$ cat config.mk
export PLATFORM = sky130hd
export DESIGN_NAME = lpfc_freeze_ctrl
export DESIGN_NICKNAME = d
export VERILOG_FILES = /design/src/lpfc_pkg.sv /design/src/lpfc_freeze_ctrl.sv
export SDC_FILE = /design/constraint.sdc
export NUM_CORES = 1
export LEC_CHECK = 0
export BUFFER_PORTS_ARGS = -buffer_cell sky130_fd_sc_hd__buf_2
export CAP_MARGIN = 30
export CORE_UTILIZATION = 57
export CTS_BUF_LIST = sky130_fd_sc_hd__clkbuf_4 sky130_fd_sc_hd__clkbuf_8
export DETAILED_ROUTE_END_ITERATION = 6
export GPL_ROUTABILITY_DRIVEN = 0
export PLACE_DENSITY_LB_ADDON = 0.05
export SETUP_SLACK_MARGIN = 0.5
export SLEW_MARGIN = 25
export SYNTH_ARGS = -nofsm -noshare
export SYNTH_HDL_FRONTEND = slang
export SYNTH_SLANG_ARGS = --single-unit
$ cat constraint.sdc
create_clock -name CLOCK_IN -period 2.65 [get_ports CLOCK_IN]
set_input_delay 0.1325 -clock CLOCK_IN [delete_from_list [all_inputs] [get_ports CLOCK_IN]]
set_output_delay 0.1325 -clock CLOCK_IN [all_outputs]
set_load 0.005 [all_outputs]
$ cat src/lpfc_pkg.sv
package lpfc_pkg;
   // Clock rate and documented times
   localparam int CLK_PERIOD_NS    = 40;
   localparam int OUT_LAG_NS       = 200;
   localparam int OUT_LAG_CYC      = (OUT_LAG_NS + CLK_PERIOD_NS - 1) / CLK_PERIOD_NS;
   localparam int PERSIST_CYC      = 4;
   localparam int PLL_LOCK_CYC     = 8;
   localparam logic [3:0] CNT_ZERO = 4'h0;
   localparam logic [3:0] CNT_ONE  = 4'h1;

   // Freeze variants
   typedef enum logic {
      LPFC_TYPE1 = 1'b0,
      LPFC_TYPE2 = 1'b1
   } lpfc_type_t;

   // Management state machine
   typedef enum logic [2:0] {
      LPFC_RUN     = 3'b000,
      LPFC_CONFIRM = 3'b001,
      LPFC_HOUSE   = 3'b010,
      LPFC_GATE    = 3'b011,
      LPFC_PERMIT  = 3'b100,
      LPFC_FROZEN  = 3'b101,
      LPFC_RELEASE = 3'b110
   } lpfc_state_t;

   // Supply status as one group
   typedef struct packed {
      logic core_ok;
      logic io_ok;
      logic prog_ok;
      logic test_ok;
   } lpfc_supply_t;
endpackage

$ cat src/lpfc_freeze_ctrl.sv
`timescale 1ns/1ps
module lpfc_freeze_ctrl
   import lpfc_pkg::*;
(
   input  wire logic         CLOCK_IN,
   input  wire logic         SYS_RST_IN,
   input  wire lpfc_supply_t SUPPLY_IN,
   input  wire logic         FREEZE_REQUEST_PIN_IN,
   input  wire logic         TYPE2_IN,
   input  wire logic         DONE_HOUSE_IN,
   input  wire logic         PLL_RUNNING_IN,
   output logic              IO_OE_N_OUT,
   output logic              INPUT_TIE_OUT,
   output logic              PLL_OFF_OUT,
   output logic              CLK_GATE_N_OUT,
   output logic              WAIT_HOUSE_OUT,
   output logic              FREEZE_PERMIT_OUT,
   output logic              FROZEN_OUT,
   output logic              CTX_LOST_OUT,
   output logic              SELF_RESET_OUT
);

   ////////////////////////////////////////////////////////////////////////////
   // Pin synchronisers
   logic [1:0]   pin_sync;
   logic [1:0]   core_sync;
   logic [1:0]   io_sync;
   logic [1:0]   type_sync;
   logic [1:0]   pll_sync;
   logic         pin;
   logic         supplies_ok;
   lpfc_state_t  state;
   lpfc_state_t  next_state;
   logic [3:0]   cnt;
   logic [3:0]   out_cnt;
   logic         core_prev;

   always_ff @(posedge CLOCK_IN) begin
      if (SYS_RST_IN) begin
         pin_sync  <= 2'h0;
         core_sync <= 2'h0;
         io_sync   <= 2'h0;
         type_sync <= 2'h0;
         pll_sync  <= 2'h0;
      end else begin
         pin_sync  <= {pin_sync[0], FREEZE_REQUEST_PIN_IN};
         core_sync <= {core_sync[0], SUPPLY_IN.core_ok};
         io_sync   <= {io_sync[0], SUPPLY_IN.io_ok};
         type_sync <= {type_sync[0], TYPE2_IN};
         pll_sync  <= {pll_sync[0], PLL_RUNNING_IN};
      end
   end

   assign pin = pin_sync[1];
   assign supplies_ok = core_sync[1] & io_sync[1];

   ////////////////////////////////////////////////////////////////////////////
   // Management state machine
   always_comb begin
      next_state = state;
      case (state)
         LPFC_RUN: begin
            if (pin) begin
               next_state = LPFC_CONFIRM;
            end
         end
         LPFC_CONFIRM: begin
            if (!pin) begin
               next_state = LPFC_RUN;
            end else if (cnt == CNT_ONE) begin
               next_state = (type_sync[1] == LPFC_TYPE2) ? LPFC_HOUSE : LPFC_GATE;
            end
         end
         LPFC_HOUSE: begin
            if (!pin) begin
               next_state = LPFC_RELEASE;
            end else if (DONE_HOUSE_IN) begin
               next_state = LPFC_GATE;
            end
         end
         LPFC_GATE: begin
            next_state = pin ? LPFC_PERMIT : LPFC_RELEASE;
         end
         // freeze only with permit and pin
         LPFC_PERMIT: begin
            next_state = pin ? LPFC_FROZEN : LPFC_RELEASE;
         end
         LPFC_FROZEN: begin
            if (!pin) begin
               next_state = LPFC_RELEASE;
            end
         end
         LPFC_RELEASE: begin
            if (pll_sync[1] && cnt == CNT_ONE) begin
               next_state = LPFC_RUN;
            end
         end
         default: begin
            next_state = LPFC_RUN;
         end
      endcase
   end

   always_ff @(posedge CLOCK_IN) begin
      if (SYS_RST_IN || !supplies_ok) begin
         state <= LPFC_RUN;
      end else begin
         state <= next_state;
      end
   end

   // Interval counter for confirm and release
   always_ff @(posedge CLOCK_IN) begin
      if (SYS_RST_IN || state != next_state) begin
         cnt <= (next_state == LPFC_CONFIRM) ? 4'(PERSIST_CYC) : 4'(PLL_LOCK_CYC);
      end else if (cnt != CNT_ZERO && (state != LPFC_RELEASE || pll_sync[1])) begin
         cnt <= cnt - CNT_ONE;
      end
   end

   ////////////////////////////////////////////////////////////////////////////
   // Outputs
   always_ff @(posedge CLOCK_IN) begin
      if (SYS_RST_IN) begin
         WAIT_HOUSE_OUT    <= 1'b0;
         CLK_GATE_N_OUT    <= 1'b1;
         FREEZE_PERMIT_OUT <= 1'b0;
         FROZEN_OUT        <= 1'b0;
         INPUT_TIE_OUT     <= 1'b0;
         PLL_OFF_OUT       <= 1'b0;
         SELF_RESET_OUT    <= 1'b0;
      end else begin
         WAIT_HOUSE_OUT    <= (next_state == LPFC_HOUSE);
         // gate held through entry and exit
         CLK_GATE_N_OUT    <= !(next_state inside {LPFC_GATE, LPFC_PERMIT, LPFC_FROZEN,
                                                   LPFC_RELEASE});
         FREEZE_PERMIT_OUT <= (next_state inside {LPFC_PERMIT, LPFC_FROZEN}) & pin;
         FROZEN_OUT        <= (next_state == LPFC_FROZEN);
         INPUT_TIE_OUT     <= (next_state == LPFC_FROZEN);
         PLL_OFF_OUT       <= (next_state == LPFC_FROZEN);
         // self reset held high for the whole frozen state, released at exit
         SELF_RESET_OUT    <= (next_state == LPFC_FROZEN);
      end
   end

   // Previous synced core level, low after reset so no false loss
   always_ff @(posedge CLOCK_IN) begin
      if (SYS_RST_IN) begin
         core_prev <= 1'b0;
      end else begin
         core_prev <= core_sync[1];
      end
   end

   // context lost flag on a fall of the core supply
   always_ff @(posedge CLOCK_IN) begin
      if (SYS_RST_IN) begin
         CTX_LOST_OUT <= 1'b0;
      end else if (core_prev && !core_sync[1]) begin
         CTX_LOST_OUT <= 1'b1;
      end
   end

   always_ff @(posedge CLOCK_IN) begin
      if (SYS_RST_IN || !supplies_ok || next_state == LPFC_FROZEN) begin
         out_cnt     <= 4'(OUT_LAG_CYC);
         IO_OE_N_OUT <= 1'b1;
      end else if (out_cnt != CNT_ZERO) begin
         out_cnt     <= out_cnt - CNT_ONE;
         IO_OE_N_OUT <= 1'b1;
      end else begin
         IO_OE_N_OUT <= 1'b0;
      end
   end

   ////////////////////////////////////////////////////////////////////////////
   // Assertions
   AST_TRISTATE_ON_LOSS: assert property (@(posedge CLOCK_IN) disable iff (SYS_RST_IN)
      !supplies_ok |=> IO_OE_N_OUT)
      else $error("IO driven with a supply down");
   AST_OUT_LAG: assert property (@(posedge CLOCK_IN) disable iff (SYS_RST_IN)
      $fell(FROZEN_OUT) |-> IO_OE_N_OUT[*5])
      else $error("Outputs enabled too early after exit");
   AST_PERMIT_NEEDS_PIN: assert property (@(posedge CLOCK_IN) disable iff (SYS_RST_IN)
      FREEZE_PERMIT_OUT |-> $past(pin))
      else $error("Permit without freeze pin");
   AST_GATE_BEFORE_PERMIT: assert property (@(posedge CLOCK_IN) disable iff (SYS_RST_IN)
      $rose(FREEZE_PERMIT_OUT) |-> !CLK_GATE_N_OUT && $past(!CLK_GATE_N_OUT))
      else $error("Permit raised before clock gated");
   AST_PERSIST: assert property (@(posedge CLOCK_IN) disable iff (SYS_RST_IN)
      $rose(WAIT_HOUSE_OUT) |-> $past(pin, 3))
      else $error("Housekeeping without persistent pin");
   AST_PLL_BEFORE_RELEASE: assert property (@(posedge CLOCK_IN) disable iff (SYS_RST_IN)
      $rose(CLK_GATE_N_OUT) |-> pll_sync[1])
      else $error("Gates released without PLL");
   AST_PLL_OFF_FROZEN: assert property (@(posedge CLOCK_IN) disable iff (SYS_RST_IN)
      FROZEN_OUT |-> PLL_OFF_OUT && INPUT_TIE_OUT)
      else $error("PLL running while frozen");
   AST_EXIT_ON_PIN: assert property (@(posedge CLOCK_IN) disable iff (SYS_RST_IN)
      (FROZEN_OUT && !pin) |=> !FREEZE_PERMIT_OUT)
      else $error("Permit held after pin dropped");

   COV_FREEZE: cover property (@(posedge CLOCK_IN) $rose(FROZEN_OUT));
   COV_EXIT: cover property (@(posedge CLOCK_IN) $fell(FROZEN_OUT));
   COV_ABORT: cover property (@(posedge CLOCK_IN) state == LPFC_CONFIRM && !pin);
endmodule

==> results of run 1 <==
==> kinds of logic (layout without fill, tap and decap cells) <==
logic type               count (synthesis)  count (layout)  synth area share
flip-flops                              28              28             0.492
AO/OA/AOI/OAI                           25              25             0.124
XOR/XNOR                                 3               3            0.0215
buffers and inverters                   14              36            0.0544
AND/OR/NAND/NOR                         58              58             0.256
adder cells (fa/ha/maj)                  5               5            0.0513
==> metrics by stage <==
step	instances	total power, W
after floorplan	133	0.000599
after global placement	169	0.000623
after detailed placement	169	0.000633
after CTS	179	0.000875
after global routing	182	0.000932
final	182	0.000893
==> state kept, by name, summed over array words and instances (netlist names), 2 cells and up <==
register   cells
cnt            4
io_sync        2
pin_sync       2
type_sync      2
state          3
core_sync      2
pll_sync       2
out_cnt        4
==> synthesized netlist by cell type, types with 2 or more instances <==
cell	n	area share
a21oi_1	11	0.045
buf_2	2	0.0082
buf_4	3	0.018
clkbuf_1	2	0.0062
dfxtp_1	24	0.39
edfxtp_1	4	0.098
ha_1	5	0.051
inv_1	7	0.022
nand2_1	6	0.018
nand2b_1	4	0.021
nand3_1	3	0.012
nor2_1	18	0.055
nor2b_1	15	0.077
nor3_1	4	0.016
o21ai_0	3	0.012
o21ai_1	3	0.012
xnor2_1	2	0.014
==> worst reg2reg max path, cell delays in order, from the launching register on <==
cell,delay (ps)
edfxtp_1,430
inv_2,100
ha_4,130
nor3b_4,210
a21oi_2,90
o31a_1,330
or4b_4,490
o21a_1,120
==> where the power goes <==
part / total [W] / internal (W) / switching, W
Sequential: 0.000517 / 0.000474 / 0.0000423
Clock: 0.000202 / 0.0000841 / 0.000118
Combinational: 0.000174 / 0.0000973 / 0.0000770
Total: 0.000893 / 0.000656 / 0.000237
==> cell usage in the layout, fill, tap and decap left out, types with 2 or more instances in the layout <==
cell type      instances
dfxtp_1               24
nor2_1                18
buf_2                 16
nor2b_1               15
a21oi_1               10
inv_1                  6
nand2_1                6
buf_4                  6
nand2b_1               4
nor3_1                 4
ha_1                   4
edfxtp_1               4
o21ai_1                3
nand3_1                3
o21ai_0                3
clkbuf_4               3
dlygate4sd3_1          3
xnor2_1                2
==> layout make-up <==
class | instances | area, um^2 | area share
sequential | 28 | 601 | 0.419
multi-input combinational | 91 | 582 | 0.406
timing repair buffer | 25 | 155 | 0.108
clock buffer | 4 | 36.3 | 0.0253
tap | 27 | 33.8 | 0.0236
inverter | 7 | 26.3 | 0.0183
==> per-layer routing <==
layer | wire length, um | global-route usage | part of all wire
met1 | 985 | 0.235 | 0.45
met2 | 1110 | 0.331 | 0.51
met3 | 59 | 0.0444 | 0.027
met4 | 31 | 0.117 | 0.014
met5 | 0 | 0 | 0
==> worst max path at each step <==
| stage | endpoint | slack (ps) |
|---|---|---|
| after global routing | cnt[3] | 470 |
| after CTS | cnt[3] | 510 |
| after detailed placement | cnt[3] | 400 |
| after floorplan | cnt[3] | 570 |
| after global placement | cnt[3] | 460 |
| final | cnt[3] | 530 |
==> timing repair <==
item                                   CTS  global route
buffers inserted                         4             2
resized for setup                        5             2
hold buffers                             2             1
setup endpoints to repair                1             1
endpoints found under the hold margin    2             1
pin swaps                                2             3
==> summary.txt, run 1 <==
Outcome
  – Status: complete, no violations

Critical path
  – Worst-path cell chain: inv_2 -> ha_4 -> nor3b_4 -> a21oi_2 -> o31a_1 -> or4b_4 -> o21a_1
  – CP Launch Type: flop
  – Worst Setup SP: cnt[1]
  – Top delay family on crit path: simple AND/OR/NAND/NOR gates
  – Cell count along the critical path: 7
  – Critical R2R Capture: cnt[3]
  – Crit path DAT: between 2000 and 2500 ps
  – Crit-path slowest cell: or4b_4
  – Setup CP Type: reg2reg
  – CP bufs+invs: 1
  – CP max stage delay: 490 ps
  – Reg2reg start: cnt[1]
  – Reg2Reg Depth: 7
  – Crit Path Max Fanout: 2
  – R2r setup slk: about 530 ps
  – Critical path endpoint category: flop
  – WP data required: between 2000 and 3000 ps

Routing
  – DRT iter0 DRCs: 22
  – Vias: 963
  – DRT antenna net count: 0
  – Drt pass-1 iters: 4
  – Via/cell ratio: between 5 and 6
  – DRC: 0
  – Total wire length: between 2000 and 2500 um
  – DR WL/cell: between 10 and 15 um

Yosys
  – Post-synth cell types: 34
  – Register area share after synthesis: 0.492
  – Syn Nets: 148
  – Synthesized area: 1220 um^2
  – Gate Count Post-Synth: 133
  – EDFF count, synth: 4
  – Post-synth ARST share: 0
  – Syn. warnings: 0
  – Top FF cell, synth: dfxtp_1
  – Syn avg cell area: between 9 and 10 um^2
  – Synth Register Bits: 28

Placement
  – Port bufs: 16
  – Post-DP HPWL: 1440 um
  – Placed inst area: 1290 um^2
  – DP Worst Slack: 401 ps

Floorplan
  – Core area: a little under 2000 um^2
  – Ports: 19
  – Chip width: between 40 and 50 um
  – Placement Rows: 16
  – Starting Density: 0.616
  – Die Y-Extent: about 48 um
  – Die ar.: between 2000 and 2500 um^2

Job
  – Max-Cap Viols: 0

STA
  – Period utilisation layout: 0.802
  – Clock Skews: a little over 9 ps
  – Fin Hold WS: 24.9 ps
  – Max-slew headroom: 0.733
  – F_max: around 0.47 GHz
  – Final setup fails: 0
  – Setup ws final: ~530 ps
  – Post-route minimum period: approximately 2100 ps
  – RSZ-0062 raised after global routing: true
  – Max-slew violation total from the final report: 0
  – Final Hold Vio Count: 0
  – Measured slew at the worst slew-check pin: roughly 390 ps
  – Setup_tns: 0 ps

Clocking
  – Clk slew on worst S/H paths: 140 ps
  – Cts bufs inserted: 3
  – CTS tree: yes
  – Clk Tree Root Cell: clkbuf_4
  – Clock Latency Late Sink: roughly 320 ps
  – CTS sink cnt: 28
  – Longest Clk Path Bufs: 2
  – H-tree levels: 1

Hold path
  – Hold Path Sink: core_sync[0]
  – Worst Hold Launch: SUPPLY_IN[3]
  – Hold depth: 2
  – Worst Hold Class: in2reg

Power and ir drop
  – Peak VDD IR: about 0.43 mV
  – Pleak: 0.574 nW
  – Pwr Density: 623 nW/um^2

Global route
  – Vias in the first global route: 806
  – First-pass GRT wire length: around 3100 um
  – Pin count of the biggest net entering global routing: 20
  – Initial antenna violation count: 0
  – Total gr overflow: 0
  – GRT Overall Usage: 0.199

Final layout
  – Share of cells above drive strength 1: 0.213
  – Area grow syn2layout: 17.5%
  – Nets: ~170
  – Core Util, Final: 0.723
  – Fill cells: 153
  – Final Instance Area: around 1400 um^2
  – N_diodes: 0
(Power assumes the default switching activity.)
==> inputs of run 2 (changes only) <==
ABC_AREA = 1   (was unset)
CORE_UTILIZATION = 52   (was 57)
clock period = 1.9 ns   (was 2.65 ns; I/O delays follow)
==> run 2 against run 1 <==
  * Global-route usage is 0.29 points higher
  * Via count is 5.9% higher
  * Worst setup slack worse by 250 ps
  * Cell count is 14% higher
  * Wire length is 2.6% higher
  * Combinational power is 53% higher
  * Fmax is 30% higher
  * Largest power group unchanged
==> summary.txt, run 2 <==
Yosys
  – Most frequent cells after synthesis: 24 x dfxtp_1, 24 x inv_1, 23 x nand2_1, 23 x nor2_1, 8 x nand3_1
  – Syn Nets: 170 (+15%)
  – Post-synth ARST share: 0 (unchanged)
  – Gate Count Post-Synth: 155 (+17%)
  – Syn. warnings: 0 (unchanged)
  – Post-Synth Simple-Gate Area: 0.287 (+0.0306)
  – EDFF count, synth: 4 (unchanged)
  – Synth area leaders: dfxtp_1 38%, edfxtp_1 9.4%, inv_1 7.1%
  – Synthesized area: 1280 um^2 (+4.7%)
  – Post-synth top area share: 0.376 (-0.0177)
  – Largest family of logic cells by synthesized area: simple AND/OR/NAND/NOR gates
  – Post-synth cell types: 30 (-12%)
  – Adder-Cell Fraction of Synth Area: 0.0490 (-0.00231)
  – Register area share after synthesis: 0.470 (-0.0222)
  – Largest area contributor in the netlist: dfxtp_1
  – Syn avg cell area: 8.24 um^2 (-10%)
  – Top FF cell, synth: dfxtp_1
  – Synth Register Bits: 28 (unchanged)
  – Post-synthesis mux area share: 0 (unchanged)
  – Synth Area in Compound Gates: 0.0519 (-0.0722)
  – Xor/xnor share of the synthesized area: 0.0206 (-0.000970)

Global route
  – Initial antenna violation count: 0 (unchanged)
  – Pin count of the biggest net entering global routing: 17 (-15%)
  – First-pass GRT wire length: 3930 um (+26%)
  – GRT Overall Usage: 0.202 (+0.00286)
  – Total gr overflow: 0 (unchanged)
  – Vias in the first global route: 953 (+18%)

Floorplan
  – Core area: 2250 um^2 (+14%)
  – Placement Rows: 17 (+1)
  – Die Y-Extent: 51.6 um (+6.8%)
  – Chip width: 51.6 um (+6.8%)
  – Ports: 19 (unchanged)
  – Starting Density: 0.567 (-0.0489)
  – Die ar.: 2660 um^2 (+14%)

STA
  – Measured slew at the worst slew-check pin: 315 ps (-76.4 ps)
  – Setup_tns: 0 ps (unchanged)
  – Max-slew headroom: 0.790 (+0.0577)
  – Final Hold Vio Count: 0 (unchanged)
  – Max-slew violation total from the final report: 0 (unchanged)
  – Clock Skews: 1.48 ps (-7.88 ps)
  – RSZ-0062 raised after global routing: true
  – Post-route minimum period: 1630 ps (-495 ps)
  – Fin Hold WS: 125 ps (+100 ps)
  – F_max: 0.614 GHz (+30%)
  – Final setup fails: 0 (unchanged)
  – Period utilisation layout: 0.857 (+0.0558)

Routing
  – DRC: 0 (unchanged)
  – DRT antenna net count: 0 (unchanged)
  – Vias: 1,020 (+5.9%)
  – DRT iter0 DRCs: 9 (-59%)
  – Total wire length: 2250 um (+2.6%)
  – Via/cell ratio: 4.93 (-6.9%)
  – DR WL/cell: 10.9 um (-9.8%)
  – Drt pass-1 iters: 4 (unchanged)

Clocking
  – H-tree levels: 1 (unchanged)
  – Longest Clk Path Bufs: 2 (unchanged)
  – CTS sink cnt: 28 (unchanged)
  – CTS tree: yes
  – Cts bufs inserted: 3 (unchanged)
  – Clk Tree Root Cell: clkbuf_4
  – Clk slew on worst S/H paths: 140 ps (about the same)
  – Clock Latency Late Sink: 320 ps (about the same)

Critical path
  – Setup CP Type: reg2reg
  – CP Launch Type: flop
  – Crit Path Max Fanout: 4 (+2)
  – Crit path DAT: 1660 ps (-570 ps)
  – WP data required: 1940 ps (-810 ps)
  – Critical path endpoint category: flop

Job
  – Max-Cap Viols: 0 (unchanged)

Final layout
  – Final Instance Area: 1580 um^2 (+10%)
  – Share of cells above drive strength 1: 0.330 (+0.117)
  – Most common cell after layout, fill and taps aside: nand2_1
  – Nets: 195 (+14%)
  – Core Util, Final: 0.701 (-0.0226)
  – Most frequent cells in the layout: 22 x nand2_1, 21 x inv_1, 21 x nor2_1, 20 x dfxtp_1, 16 x buf_2
  – Biggest regs: cnt: 4 flops, out_cnt: 4 flops, state: 3 flops
  – N_diodes: 0 (unchanged)
  – Area grow syn2layout: 23.7%
  – FF+latch area: 611 um^2 (+1.7%)
  – Fill cells: 194 (+27%)
  – Multi-input gate area: 606 um^2 (+4.1%)

Power and ir drop
  – Combinational power share: 0.200 (+0.005)
  – Switch Pwr: 0.000339 W (+43%)
  – Pwr Density: 839 nW/um^2 (+35%)
  – Peak VDD IR: 0.680 mV (+60%)
  – Clk network pwr share: 0.285 (+0.059)
  – Sw frac: 0.255 (-0.0102)
  – Flop pwr share: 0.514 (-0.065)
  – Int Pwr: 0.000987 W (+51%)
  – Pleak: 0.701 nW (+22%)

Outcome
  – Status: complete, no violations

Placement
  – Placed inst area: 1360 um^2 (+5.4%)
  – Post-DP HPWL: 1570 um (+9.0%)
  – Port bufs: 16 (unchanged)

Hold path
  – Worst Hold Class: in2reg
## run 2: changes by cell type after synthesis, sizes merged, moves of 2 or more
cell	change
nand2	+18
nand4	+5
o21ai	-2
nand3	+7
inv	+20
nor2b	-15
a21oi	-8
nor4	+2
nand2b	-4
nor2	+12
## run 2: stage by stage
step / power, W / std cells / worst slack, ps
3_5_place_dp: 0.000929 / 192 / 195
6_report: 0.00133 / 207 / 271
5_1_grt: 0.00141 / 207 / 161
4_1_cts: 0.00134 / 207 / 280
2_1_floorplan: 0.000879 / 155 / 380
3_3_place_gp: 0.000919 / 192 / 242
## run 2: critical path: stages (launching register included)
cell and delay [ps]:
edfxtp_1 410, inv_2 90, ha_4 140, nand3_4 80, o21ai_4 210, nand3_4 120, nand2_4 90, nand4_1 200
## run 2: power by group through the flow
stage	registers [W]	clock network, W	logic, W
floorplan	0.000694	0	0.000185
global route	0.000689	0.000418	0.000304
finish	0.000681	0.000378	0.000266
detailed placement	0.000700	0	0.000229
global placement	0.000698	0	0.000221
CTS	0.000683	0.000392	0.000269
## run 2: layout make-up
| class | count | share of cell area |
|---|---|---|
| inverter | 27 | 0.0641 |
| timing repair buffer | 27 | 0.111 |
| multi-input combinational | 93 | 0.383 |
| clock inverter | 1 | 0.0190 |
| tap | 28 | 0.0222 |
| sequential | 28 | 0.386 |
| clock buffer | 3 | 0.0143 |
## run 2: path summary, 6_finish.rpt
check	start	end	slack, ps	cells after the start
max	cnt[1]	cnt[2]	270	7
min reg2reg	pin_sync[0]	pin_sync[1]	410	2
min	SYS_RST_IN	type_sync[0]	130	2
max reg2reg	cnt[1]	cnt[2]	270	7
## run 2: layer usage
layer | global-route usage | vias up | share of wire
li1 | - | 532 | -
met1 | 0.250 | 468 | 0.48
met2 | 0.344 | 14 | 0.48
met3 | 0.0234 | 6 | 0.021
met4 | 0.104 | 0 | 0.020
met5 | 0 | - | 0
## run 2: cell families (layout without fill, tap and decap cells)
kind of cell | Yosys count | in the layout
and+or+nand+nor | 75 | 75
xor gates and xnor gates | 3 | 3
buffers and inverters | 34 | 58
adders and majority gates | 5 | 5
AOI/OAI and AO/OA | 10 | 10
DFF | 28 | 28
## run 2: timing repair
item                                    4_1_cts  5_1_grt
pin swaps                                     7        2
gates resized for setup                      14        5
hold buffers                                  5        0
hold endpoints to repair                      5        0
endpoints found under the setup margin       11       15
buffers inserted                              6        0
